$ cat src/rtl/smcs_pkg.sv
// Package of constants, carriers and the check-sum step for the serial motor command slave.
`default_nettype none

package smcs_pkg;

	// ==========================================================================
	// Clock and timing
	// ==========================================================================
	localparam int unsigned CLK_HZ = 125_000_000;
	localparam int unsigned CLK_PERIOD_NS = 8;
	// Driver silent interval at the top bit rate, in nanoseconds (2.5 ms).
	localparam int unsigned SILENT_NS = 2_500_000;
	// A longest time rounds down to whole cycles.
	localparam int unsigned SILENT_CYC = SILENT_NS / CLK_PERIOD_NS;

	// ==========================================================================
	// Line settings
	// ==========================================================================
	localparam int unsigned RATE_9600 = 9600;
	localparam int unsigned RATE_19200 = 19200;
	localparam int unsigned RATE_38400 = 38400;
	localparam int unsigned RATE_57600 = 57600;
	localparam int unsigned RATE_115200 = 115200;
	localparam logic [15:0] DIV_9600 = 16'(CLK_HZ / RATE_9600);
	localparam logic [15:0] DIV_19200 = 16'(CLK_HZ / RATE_19200);
	localparam logic [15:0] DIV_38400 = 16'(CLK_HZ / RATE_38400);
	localparam logic [15:0] DIV_57600 = 16'(CLK_HZ / RATE_57600);
	localparam logic [15:0] DIV_115200 = 16'(CLK_HZ / RATE_115200);
	localparam logic [3:0] BAUD_SEL_9600 = 4'h0;
	localparam logic [3:0] BAUD_SEL_19200 = 4'h1;
	localparam logic [3:0] BAUD_SEL_38400 = 4'h2;
	localparam logic [3:0] BAUD_SEL_57600 = 4'h3;
	localparam logic [3:0] BAUD_SEL_115200 = 4'h4;
	localparam logic [1:0] PARITY_NONE = 2'h0;
	localparam logic [1:0] PARITY_EVEN = 2'h1;
	localparam logic [1:0] PARITY_ODD = 2'h2;

	// ==========================================================================
	// Frame layout
	// ==========================================================================
	localparam logic [3:0] FRAME_LEN = 4'h8;
	localparam logic [3:0] FRAME_OVER = 4'h9;
	localparam int unsigned POS_SLAVE = 0;
	localparam int unsigned POS_FUNC = 1;
	localparam int unsigned POS_REG_HI = 2;
	localparam int unsigned POS_REG_LO = 3;
	localparam int unsigned POS_VAL_HI = 4;
	localparam int unsigned POS_VAL_LO = 5;
	localparam logic [7:0] FUNC_WRITE_ONE = 8'h06;
	localparam logic [7:0] BCAST_ADDR = 8'h00;
	localparam logic [15:0] CRC_INIT = 16'hffff;
	localparam logic [15:0] CRC_POLY = 16'ha001;
	localparam logic [15:0] CRC_RESIDUE = 16'h0000;

	// ==========================================================================
	// Register map
	// ==========================================================================
	localparam logic [15:0] REG_CMD = 16'h007d;
	localparam logic [15:0] REG_POS = 16'h0401;
	localparam logic [15:0] REG_SPEED = 16'h0481;
	localparam logic [15:0] REG_MODE = 16'h0501;
	localparam logic [15:0] REG_ACCEL = 16'h0601;
	localparam logic [15:0] REG_DECEL = 16'h0681;
	localparam logic [15:0] REG_RESET = 16'h0000;
	localparam logic [15:0] MODE_INCREMENTAL = 16'h0000;
	localparam int unsigned CMD_START_BIT = 3;
	localparam int unsigned CMD_SEL_MSB = 2;
	localparam logic [15:0] CMD_START = 16'h0008;

	// ==========================================================================
	// Carriers
	// ==========================================================================
	typedef struct packed {
		logic [15:0] drive_input_command;
		logic [15:0] entry0_target_position;
		logic [15:0] entry0_run_speed;
		logic [15:0] entry0_move_mode;
		logic [15:0] entry0_accel_rate;
		logic [15:0] entry0_decel_rate;
	} smcs_regs_type;

	typedef struct packed {
		logic rx;
		logic stop2;
		logic [1:0] parity;
		logic [3:0] baud;
		logic [7:0] addr;
	} smcs_pins_type;

	function automatic logic [15:0] smcs_crc_step(input logic [15:0] c, input logic [7:0] b);
		logic [15:0] r;
		r = c ^ {8'h00, b};
		for (int i = 0; i < 8; i++)
			r = r[0] ? ((r >> 1) ^ CRC_POLY) : (r >> 1);
		return r;
	endfunction : smcs_crc_step

endpackage : smcs_pkg

`default_nettype wire

$ cat src/rtl/smcs_uart_rx.sv
// Asynchronous character receiver with selectable parity and stop bits.
`timescale 1ns/10ps
`default_nettype none

module smcs_uart_rx
	import smcs_pkg::*;
(
	// Clock, reset and enable
	input wire logic mclk_i,
	input wire logic resetn_i,
	input wire logic ce_i,
	// Line, already synchronised
	input wire logic rx_i,
	// Character format
	input wire logic [15:0] bit_div_i,
	input wire logic [1:0] parity_i,
	input wire logic stop2_i,
	// Received character
	output logic busy_o,
	output logic byte_valid_o,
	output logic [7:0] byte_o,
	output logic byte_err_o
);

	// ==========================================================================
	// State
	// ==========================================================================
	typedef enum logic [2:0] {
		RX_IDLE = 3'h0,
		RX_START = 3'h1,
		RX_DATA = 3'h3,
		RX_PARITY = 3'h2,
		RX_STOP = 3'h6
	} smcs_rx_state_type;

	typedef struct packed {
		smcs_rx_state_type fsm;
		logic [15:0] cnt;
		logic [2:0] bitn;
		logic [7:0] shift;
		logic perr;
		logic ferr;
		logic stop_more;
		logic valid;
		logic [7:0] data;
		logic err;
	} smcs_rx_type;

	smcs_rx_type st;
	smcs_rx_type next_st;

	always_comb
	begin
		next_st = st;
		next_st.valid = 1'b0;
		unique case (st.fsm)
			RX_IDLE:
				if (!rx_i)
				begin
					// Sample in the middle of each bit to ride out edge skew.
					next_st.fsm = RX_START;
					next_st.cnt = bit_div_i >> 1;
					next_st.perr = 1'b0;
					next_st.ferr = 1'b0;
				end
			RX_START:
				if (st.cnt != 16'h0000)
					next_st.cnt = st.cnt - 16'h0001;
				else if (rx_i)
					next_st.fsm = RX_IDLE;
				else
				begin
					next_st.fsm = RX_DATA;
					next_st.cnt = bit_div_i - 16'h0001;
					next_st.bitn = 3'h0;
				end
			RX_DATA:
				if (st.cnt != 16'h0000)
					next_st.cnt = st.cnt - 16'h0001;
				else
				begin
					next_st.shift = {rx_i, st.shift[7:1]};
					next_st.cnt = bit_div_i - 16'h0001;
					next_st.bitn = st.bitn + 3'h1;
					if (st.bitn == 3'h7)
					begin
						next_st.fsm = (parity_i == PARITY_NONE) ? RX_STOP : RX_PARITY;
						next_st.stop_more = stop2_i;
					end
				end
			RX_PARITY:
				if (st.cnt != 16'h0000)
					next_st.cnt = st.cnt - 16'h0001;
				else
				begin
					next_st.perr = rx_i ^ (^st.shift) ^ (parity_i == PARITY_ODD);
					next_st.fsm = RX_STOP;
					next_st.cnt = bit_div_i - 16'h0001;
				end
			RX_STOP:
				if (st.cnt != 16'h0000)
					next_st.cnt = st.cnt - 16'h0001;
				else if (st.stop_more)
				begin
					next_st.ferr = st.ferr | !rx_i;
					next_st.stop_more = 1'b0;
					next_st.cnt = bit_div_i - 16'h0001;
				end
				else
				begin
					next_st.fsm = RX_IDLE;
					next_st.valid = 1'b1;
					next_st.data = st.shift;
					next_st.err = st.perr | st.ferr | !rx_i;
				end
			default:
				next_st.fsm = RX_IDLE;
		endcase
	end

	always_ff @(posedge mclk_i or negedge resetn_i)
	begin
		if (!resetn_i)
			st <= '0;
		else if (ce_i)
			st <= next_st;
	end

	assign busy_o = (st.fsm != RX_IDLE);
	assign byte_valid_o = st.valid & ce_i;
	assign byte_o = st.data;
	assign byte_err_o = st.err;

endmodule : smcs_uart_rx

`default_nettype wire

$ cat src/rtl/smcs_command_slave.sv
// Serial write-single-register command slave holding operation entry 0 and the start request.
`timescale 1ns/10ps
`default_nettype none

module smcs_command_slave
	import smcs_pkg::*;
#(
	parameter int unsigned CLK_FREQ_HZ = CLK_HZ,
	parameter int unsigned SILENT_CYCLES = SILENT_CYC
)
(
	// Clock, reset and enable
	input wire logic mclk_i,
	input wire logic resetn_i,
	input wire logic ce_i,
	// Line and switch pins
	input wire logic rx_i,
	input wire logic [7:0] dev_addr_i,
	input wire logic [3:0] baud_sel_i,
	input wire logic [1:0] parity_sel_i,
	input wire logic stop2_i,
	// Operation data and command
	output smcs_regs_type regs_o,
	output logic start_req_o,
	output logic start_entry0_o,
	// Communication status
	output logic comm_err_o,
	output logic comm_err_flag_o
);

	// ==========================================================================
	// Parameter check
	// ==========================================================================
	if (SILENT_CYCLES < 1 || SILENT_CYCLES > 24'hffffff)
	begin : g_bad_silent
		$error("SILENT_CYCLES must lie in 1 to 16777215");
	end

	// The divisors follow the clock parameter, so the receiver serves any system clock in the divider's range.
	localparam int unsigned MIN_BIT_CYC = 8;
	localparam logic [15:0] DIV_R9600 = 16'(CLK_FREQ_HZ / RATE_9600);
	localparam logic [15:0] DIV_R19200 = 16'(CLK_FREQ_HZ / RATE_19200);
	localparam logic [15:0] DIV_R38400 = 16'(CLK_FREQ_HZ / RATE_38400);
	localparam logic [15:0] DIV_R57600 = 16'(CLK_FREQ_HZ / RATE_57600);
	localparam logic [15:0] DIV_R115200 = 16'(CLK_FREQ_HZ / RATE_115200);

	if (CLK_FREQ_HZ / RATE_115200 < MIN_BIT_CYC || CLK_FREQ_HZ / RATE_9600 > 32'h0000ffff)
	begin : g_bad_clock
		$error("CLK_FREQ_HZ gives a bit time outside the divider range");
	end

	// ==========================================================================
	// State
	// ==========================================================================
	typedef struct packed {
		smcs_pins_type s1;
		smcs_pins_type s2;
		logic [23:0] silent;
		logic [3:0] nbytes;
		logic [7:0][7:0] frame;
		logic [15:0] crc;
		logic berr;
		smcs_regs_type regs;
		logic err_flag;
		logic err_pulse;
	} smcs_slave_type;

	smcs_slave_type st;
	smcs_slave_type next_st;
	smcs_pins_type pins;
	logic [15:0] bit_div;
	logic rx_busy;
	logic rx_valid;
	logic [7:0] rx_byte;
	logic rx_err;
	logic frame_end;
	logic check_ok;
	logic addr_hit;
	logic wr_en;
	logic [15:0] wr_addr;
	logic [15:0] wr_val;

	assign pins = '{rx: rx_i, stop2: stop2_i, parity: parity_sel_i, baud: baud_sel_i, addr: dev_addr_i};

	always_comb
	begin
		unique case (st.s2.baud)
			BAUD_SEL_19200: bit_div = DIV_R19200;
			BAUD_SEL_38400: bit_div = DIV_R38400;
			BAUD_SEL_57600: bit_div = DIV_R57600;
			BAUD_SEL_115200: bit_div = DIV_R115200;
			default: bit_div = DIV_R9600;
		endcase
	end

	smcs_uart_rx u_rx (
		.mclk_i(mclk_i),
		.resetn_i(resetn_i),
		.ce_i(ce_i),
		.rx_i(st.s2.rx),
		.bit_div_i(bit_div),
		.parity_i(st.s2.parity),
		.stop2_i(st.s2.stop2),
		.busy_o(rx_busy),
		.byte_valid_o(rx_valid),
		.byte_o(rx_byte),
		.byte_err_o(rx_err)
	);

	// ==========================================================================
	// Frame decode
	// ==========================================================================
	// A frame ends when the line has been quiet for the silent interval.
	assign frame_end = ce_i && !rx_valid && !rx_busy && st.nbytes != 4'h0
		&& st.silent == 24'(SILENT_CYCLES - 1);
	// The check bytes arrive low first, so running the CRC over them leaves zero.
	assign check_ok = st.crc == CRC_RESIDUE && !st.berr;
	assign addr_hit = st.frame[POS_SLAVE] == BCAST_ADDR
		|| (st.frame[POS_SLAVE] == st.s2.addr && st.s2.addr != BCAST_ADDR);
	assign wr_addr = {st.frame[POS_REG_HI], st.frame[POS_REG_LO]};
	assign wr_val = {st.frame[POS_VAL_HI], st.frame[POS_VAL_LO]};
	assign wr_en = frame_end && check_ok && addr_hit && st.nbytes == FRAME_LEN
		&& st.frame[POS_FUNC] == FUNC_WRITE_ONE;

	always_comb
	begin
		next_st = st;
		next_st.s1 = pins;
		next_st.s2 = st.s1;
		next_st.err_pulse = 1'b0;
		if (rx_valid)
		begin
			// Longer frames are still checked so a corrupted one is reported.
			if (st.nbytes < FRAME_LEN)
				next_st.frame[st.nbytes[2:0]] = rx_byte;
			next_st.nbytes = (st.nbytes < FRAME_LEN) ? st.nbytes + 4'h1 : FRAME_OVER;
			next_st.crc = smcs_crc_step(st.crc, rx_byte);
			next_st.berr = st.berr | rx_err;
			next_st.silent = '0;
		end
		else if (rx_busy || st.nbytes == 4'h0)
			next_st.silent = '0;
		else if (frame_end)
		begin
			next_st.nbytes = 4'h0;
			next_st.crc = CRC_INIT;
			next_st.berr = 1'b0;
			next_st.silent = '0;
			if (!check_ok)
			begin
				next_st.err_flag = 1'b1;
				next_st.err_pulse = 1'b1;
			end
			else if (addr_hit)
				next_st.err_flag = 1'b0;
			if (wr_en)
			begin
				unique case (wr_addr)
					REG_MODE: next_st.regs.entry0_move_mode = wr_val;
					REG_POS: next_st.regs.entry0_target_position = wr_val;
					REG_SPEED: next_st.regs.entry0_run_speed = wr_val;
					REG_ACCEL: next_st.regs.entry0_accel_rate = wr_val;
					REG_DECEL: next_st.regs.entry0_decel_rate = wr_val;
					REG_CMD: next_st.regs.drive_input_command = wr_val;
					default: next_st.regs = st.regs;
				endcase
			end
		end
		else
			next_st.silent = st.silent + 24'h000001;
	end

	always_ff @(posedge mclk_i or negedge resetn_i)
	begin
		if (!resetn_i)
		begin
			st <= '0;
			st.crc <= CRC_INIT;
			st.s1.rx <= 1'b1;
			st.s2.rx <= 1'b1;
			st.regs <= '{default: REG_RESET};
		end
		else if (ce_i)
			st <= next_st;
	end

	// ==========================================================================
	// Outputs
	// ==========================================================================
	assign regs_o = st.regs;
	assign start_req_o = st.regs.drive_input_command[CMD_START_BIT];
	// Entry 0 is launched only when no data-selection bit picks another entry.
	assign start_entry0_o = start_req_o
		&& st.regs.drive_input_command[CMD_SEL_MSB:0] == '0;
	assign comm_err_o = st.err_pulse;
	assign comm_err_flag_o = st.err_flag;
endmodule : smcs_command_slave

`default_nettype wire

$ cat config.mk
export PLATFORM = sky130hd
export DESIGN_NAME = smcs_command_slave
export DESIGN_NICKNAME = d
export VERILOG_FILES = /design/src/rtl/smcs_pkg.sv /design/src/rtl/smcs_uart_rx.sv /design/src/rtl/smcs_command_slave.sv
export SDC_FILE = /design/constraint.sdc
export NUM_CORES = 1
export LEC_CHECK = 0
export BUFFER_PORTS_ARGS = -buffer_cell sky130_fd_sc_hd__clkbuf_2
export CAP_MARGIN = 10
export CORE_AREA = 2 2 174 176
export CTS_BUF_LIST = sky130_fd_sc_hd__clkbuf_8
export DETAILED_ROUTE_END_ITERATION = 7
export DIE_AREA = 0 0 176 178
export PLACE_DENSITY_LB_ADDON = 0.2
export SYNTH_ARGS = -nofsm -noshare
export SYNTH_HDL_FRONTEND = slang
export SYNTH_HIERARCHICAL = 1
export SYNTH_SLANG_ARGS = --single-unit
$ cat constraint.sdc
create_clock -name mclk_i -period 3.52 [get_ports mclk_i]
set_clock_uncertainty 0.1 [all_clocks]
set_input_delay 0.704 -clock mclk_i [delete_from_list [all_inputs] [get_ports mclk_i]]
set_output_delay 0.704 -clock mclk_i [all_outputs]
set_load 0.005 [all_outputs]
# Word level (Yosys, flattened, before mapping)
# Index checks and enable logic that the tools add are counted.
[totals]
reg_bits = 282
latch_bits = 0
ramBits = 0
rom_bits = 0
inputBits = 19
memories = 0
[classes]
n_addsub = 5
n_mul = 0
div = 0
order_cmp = 3
eq_ne = 33
shifts = 0
mux = 62
bitwise = 20
reduce_logical = 53
[op_table]
columns = ["operator", "count"]
rows = [
  ["16-bit 2-to-1 mux", 18],
  ["115-bit 2-to-1 mux", 2],
  ["96-bit 2-to-1 mux", 1],
  ["16-bit by 11-bit == test with 1-bit output, second input constant", 5],
  ["64-bit bitwise mux", 1],
  ["16-bit one-hot mux with 4 select lines", 1],
  ["14-bit one-hot mux with 4 select lines", 1],
  ["24-bit 2-to-1 mux", 2],
  ["19-bit 2-to-1 mux", 2],
  ["6-bit AND reduction", 6],
  ["28-bit 2-to-1 mux", 1],
  ["5-bit AND reduction", 5],
  ["24-bit by 1-bit adder with 24-bit output, second input constant", 1],
  ["8-bit demux with 3-bit select", 1],
  ["24-bit by 19-bit == test with 1-bit output, second input constant", 1],
  ["3-bit 2-to-1 mux", 8],
  ["2-bit NOT with 3-bit output", 8],
  ["10-bit 2-to-1 mux", 2],
  ["17-bit 2-to-1 mux", 1],
  ["16-bit by 7-bit == test with 1-bit output, second input constant", 1],
  ["16-bit logical NOT", 1],
  ["2-bit inequality test, second input constant", 8],
  ["16-bit nonzero test", 1],
  ["16-bit by 1-bit subtractor with 16-bit output, second input constant", 1],
  ["other kinds (49)", 97],
]

# Depth between registers and ports, before layout
[logic_depth]
word_depth = 18
mapped_depth = 12
ltp_nobuf = 10

# By module
# The synthesis kept the hierarchy.
[by_module_without_submodules]
columns = ["mod", "instances", "cells_per_inst", "area_each_um2", "seq_area_each_um2"]
rows = [
  ["smcs_command_slave", 1, 773, 10231.1, 5602.9],
  ["smcs_uart_rx", 1, 319, 2844.0, 1076.0],
]

# Worst setup path before layout
# No wires, ideal clock.
[synth_timing]
path_kind = "register -> register"
start = "reg u_rx/st[24] (netlist bit)"
end = "reg u_rx/st[38] (netlist bit)"
setup_ns = 0.138
t_arrival_ns = 2.814
slack_ns = 0.468
path_stages_with_launch = 13
n_path_buf = 2
synth_period_minus_slack_ns = 3.052
cell_sequence = "dfrtp_1 -> or4_1 -> clkbuf_1 -> or3_4 -> nor2_4 -> buf_4 -> a21oi_1 -> ha_1 -> nand3b_1 -> a2111oi_0 -> o211ai_1 -> a221oi_1 -> o41ai_1"
[synth_via]
elab_chain_cells = 3
word_cells_on_any_way = 9
[synth_rtl]
columns = ["element", "line", "rtl"]
rows = [
  ["start: declaration", "smcs_uart_rx.sv:49", "smcs_rx_type st;"],
  ["start signal: assignment", "smcs_uart_rx.sv:126", "st <= next_st;"],
  ["16-bit by 1-bit subtractor with 16-bit output / 16-bit nonzero test (equally long branches)", "n/a", ""],
  ["16-bit 2-to-1 mux (tied with other cells)", "smcs_uart_rx.sv:101", "if (st.cnt != 16'h0000)"],
  ["16-bit one-hot mux with 4 select lines / 5-bit AND reduction (equally long branches)", "n/a", ""],
]
# Parallel ways exist; a longest one is shown, timed or not.
# A chain may end at the register's enable or synchronous reset.

# Worst setup path in the final report
[layout_timing]
start = "reg st[217] (netlist bit)"
end = "reg u_rx/st[38] (netlist bit)"
[layout_via]
elab_chain_cells = 6
word_cells_on_any_way = 12
[layout_rtl]
columns = ["element", "line", "rtl"]
rows = [
  ["start: declaration", "smcs_command_slave.sv:68", "smcs_slave_type st;"],
  ["start signal: assignment", "smcs_command_slave.sv:184", "st <= next_st;"],
  ["4-bit by 3-bit == test with 1-bit output (tied with other cells)", "smcs_command_slave.sv:87", "unique case (st.s2.baud)"],
  ["14-bit one-hot mux with 4 select lines *", "smcs_command_slave.sv:87", ""],
  ["named net bit_div[6]", "smcs_command_slave.sv:71", "logic [15:0] bit_div;"],
  ["14-bit by 1-bit subtractor with 15-bit output *", "n/a", ""],
  ["16-bit 2-to-1 mux / 19-bit 2-to-1 mux (equally long branches)", "smcs_uart_rx.sv:103, smcs_uart_rx.sv:69", ""],
  ["16-bit 2-to-1 mux, on equally long branches", "smcs_uart_rx.sv:101, smcs_uart_rx.sv:67", ""],
  ["16-bit one-hot mux with 4 select lines *", "smcs_uart_rx.sv:56", "unique case (st.fsm)"],
]
# Mark *: on every way through the listed nets, which the timed path passes. The rest lies on a longest branch. The select of a mux whose other input is x is not followed.

==> results.ini <==
[route]
routed_via_density=5.346
dr.first_iter.drc_count=480
drt-pass1-iter-count=5
drc=0
vias=8388
final_antenna_net_count=0
routedWlPerCell_microns=17.69
routed_wl_microns=27760

[floorplanning]
dieArea_sq_um=31330
rows=63
die_w_microns=176
die_y_microns=178
core_sq_um=29400
initial_utilization=0.4447
ios=119

[final_layout]
final_nets=1173
final_cells=1569
finish.instance_area_sq_um=14380
n_antenna_cell=0
area_growth_pct=9.971
drive_gt1_frac=0.3817

[sta]
slew_violations=0
setup_viol=0
slew_headroom=0.4934
worst_pin_slew_ns=0.7600
post-route-period-util=0.8909
rsz0062_at_grt=false
fin_setup_tns_ns=0
hold_viol_final=0
finalCriticalPeriod_ns=3.136
max_freq_ghz=0.3189

[worst_setup_path]
critPathMaxStageDelay_ns=0.67
path_cells=xnor2_1 > or3_1 > inv_1 > a21oi_1 > ha_1 > nand3b_1 > a2111oi_1 > o211ai_1 > a221oi_1 > o41ai_1
timing.reg2reg.setup_slack_ns=0.38
cp_num_buf_inv=1
critPathKind=flip-flop to flip-flop
end_kind=flip-flop
slowest_stage=a2111oi_1
critPathMaxFanout=6
cp_top_family=compound AO/OA/AOI/OAI gates
arrival_ns=3.46
crit_required_ns=3.84
start_kind=flip-flop

[synth]
ys.flop_type=dfrtp_1
yosysUniqueCellTypes=75
synth_edf_count=0
synthArstFlopShare=1.000
synth_seq_cells=266
yosysSeqAreaShare=0.5108
netlist_instances=1092
syn_area_sq_um=13080
yosysWarnings=6
avgSynthCellArea_sq_um=11.97

[global_route]
overflow=0
grt_usage=0.1819
grt_max_degree=98
grt_pass1_vias=8459
grt_pass1_wl_microns=46030
antenna_found_initial=0

[clocking]
cts_buffers=45
cts.htree.levels=2
cts_tree=built
cts_resized=0
cts.sinks=266
cts.clk_slew.worst_paths_ns=0.06
cts_setup_buffers=0
clockBufferDepth=3
cts_hold_buf=0
clock-root-buffer=clkbuf_8
clk_latency_ns=0.57

[placed_design]
dp.cells=1491
placed_area_sq_um=13490
numPortBuffers=118
dp.final_hpwl_microns=18610
place_congestion=0.8536

[job]
cap_violations=0

[hold_path]
hold_path.class=input port to async pin

[power]
power_w=0.007222
irDropWorstVdd_mv=0.3199
p_per_area_nw_per_um2=502.3
leakage_nw=6.926

[outcome]
outcome=complete, no violations

report_power, final:
| part | switching [W] | total [W] | internal [W] | leakage (nW) |
|---|---|---|---|---|
| sequential | 0.000198 | 0.00344 | 0.00324 | 3.53 |
| combinational | 0.000599 | 0.00106 | 0.000458 | 2.89 |
| clock | 0.00124 | 0.00272 | 0.00148 | 0.511 |
| total | 0.00204 | 0.00722 | 0.00518 | 6.93 |
worst reg2reg max path: stages, from the launching register on:
cell	delay, ns
dfrtp_1	0.45
xnor2_1	0.17
or3_1	0.23
inv_1	0.13
a21oi_1	0.18
ha_1	0.26
nand3b_1	0.17
a2111oi_1	0.67
o211ai_1	0.25
a221oi_1	0.29
o41ai_1	0.12
state kept, by name (all words and copies together) (netlist names):
signal	cells
comm_err_o	1
next_st	16
regs_o	96
u_rx/st	34
u_rx/byte_err_o	1
comm_err_flag_o	1
st	109
u_rx/byte_o	8
stage by stage:
| step | setup WS, ns | util | hold slack, ns |
|---|---|---|---|
| finish | 0.3839 | 0.4890 | 0.06647 |
| global route | 0.06624 | 0.4890 | 0.1146 |
| CTS | 0.2269 | 0.4890 | 0.08003 |
| detailed placement | 0.2554 | 0.4587 | 0.3810 |
| global placement | 0.3055 | 0.4587 | 0.3687 |
| floorplan | 0.4681 | - | 0.3084 |
cell type report:
class | instances | area [sq um]
Inverter | 18 | 67.56
Clock buffer | 55 | 757.0
Timing Repair Buffer | 150 | 890.9
Fill cell | 2680 | 15020
Sequential cell | 266 | 6679
Clock inverter | 23 | 132.6
Multi-Input combinational cell | 667 | 5364
Tap cell | 390 | 488.0
path summary, 6_finish.rpt:
path / startpoint / to / cells after the start
min reg2reg: comm_err_flag_o / comm_err_flag_o / 1
min: resetn_i / regs_o[80] / 1
max reg2reg: st[217] / u_rx/st[38] / 10
max: st[217] / u_rx/st[38] / 10
max in group asynchronous: resetn_i / st[222] / 2
min in group mclk_i: dev_addr_i[0] / next_st[207] / 2
cells in the final DEF, fill, tap and decap left out, types with 7 or more instances in the layout:
| cell type | n |
|---|---|
| nor3_1 | 15 |
| o22a_1 | 9 |
| clkbuf_2 | 117 |
| xor2_1 | 29 |
| and3_1 | 10 |
| nor2_1 | 55 |
| nand4_1 | 12 |
| o21ai_0 | 35 |
| xnor2_1 | 32 |
| inv_1 | 33 |
| nor4_1 | 15 |
| dfrtp_1 | 248 |
| nand3_1 | 27 |
| mux2_2 | 188 |
| a31oi_1 | 11 |
| a21oi_1 | 22 |
| or3_1 | 7 |
| nand2_1 | 50 |
| clkbuf_8 | 55 |
| buf_4 | 28 |
| nor4b_1 | 10 |
| a2bb2oi_1 | 10 |
| dfstp_2 | 18 |
logic make-up (layout without fill, tap and decap cells):
logic type      Yosys count  after routing  synth area share
mux                     196            196            0.1700
fa+ha+maj                 6              6          0.005741
buf+inv                 163            246           0.08019
simple gates            251            251            0.1047
flops                   266            266            0.5108
compound gates          145            145           0.08230
other cells               1              5         0.0002868
xor+xnor                 64             64           0.04603
synth_stat cells, types with 4 or more instances:
library cell | n | area share
nor2_1 | 55 | 0.016
and4_1 | 5 | 0.0033
nand3_1 | 27 | 0.010
and2_1 | 6 | 0.0029
o22ai_1 | 5 | 0.0024
a31oi_1 | 11 | 0.0053
dfstp_2 | 18 | 0.036
nand3b_1 | 6 | 0.0034
mux2_4 | 5 | 0.0057
nor3_1 | 15 | 0.0057
clkbuf_1 | 25 | 0.0072
a211oi_1 | 5 | 0.0029
nor3b_1 | 5 | 0.0029
xor2_1 | 29 | 0.019
mux2_2 | 188 | 0.16
dfrtp_1 | 248 | 0.47
a2bb2oi_1 | 10 | 0.0067
and3_1 | 10 | 0.0048
or3_1 | 7 | 0.0033
buf_2 | 7 | 0.0027
nor4_1 | 15 | 0.0072
buf_4 | 106 | 0.061
buf_6 | 4 | 0.0034
nor2b_1 | 5 | 0.0024
o21ai_0 | 35 | 0.013
o2111ai_2 | 6 | 0.0069
nand2_1 | 50 | 0.014
a2111oi_0 | 4 | 0.0027
xnor2_1 | 32 | 0.021
o211ai_1 | 4 | 0.0023
a21o_1 | 5 | 0.0029
nor4b_1 | 10 | 0.0067
or2_2 | 5 | 0.0024
nand4_1 | 12 | 0.0057
o22a_1 | 9 | 0.0060
inv_1 | 18 | 0.0052
a21oi_1 | 22 | 0.0084
ha_1 | 6 | 0.0057
layer usage:
layer	vias up	share of wire	track usage	wire length, microns
met3	38	0.049	0.03303	1355
met4	0	0.018	0.04821	493
met2	223	0.46	0.2956	12780
met1	4184	0.47	0.2523	13130
li1	3943	-	-	-
met5	-	0	0	0
Note: power is estimated with default switching activity, not from simulation.
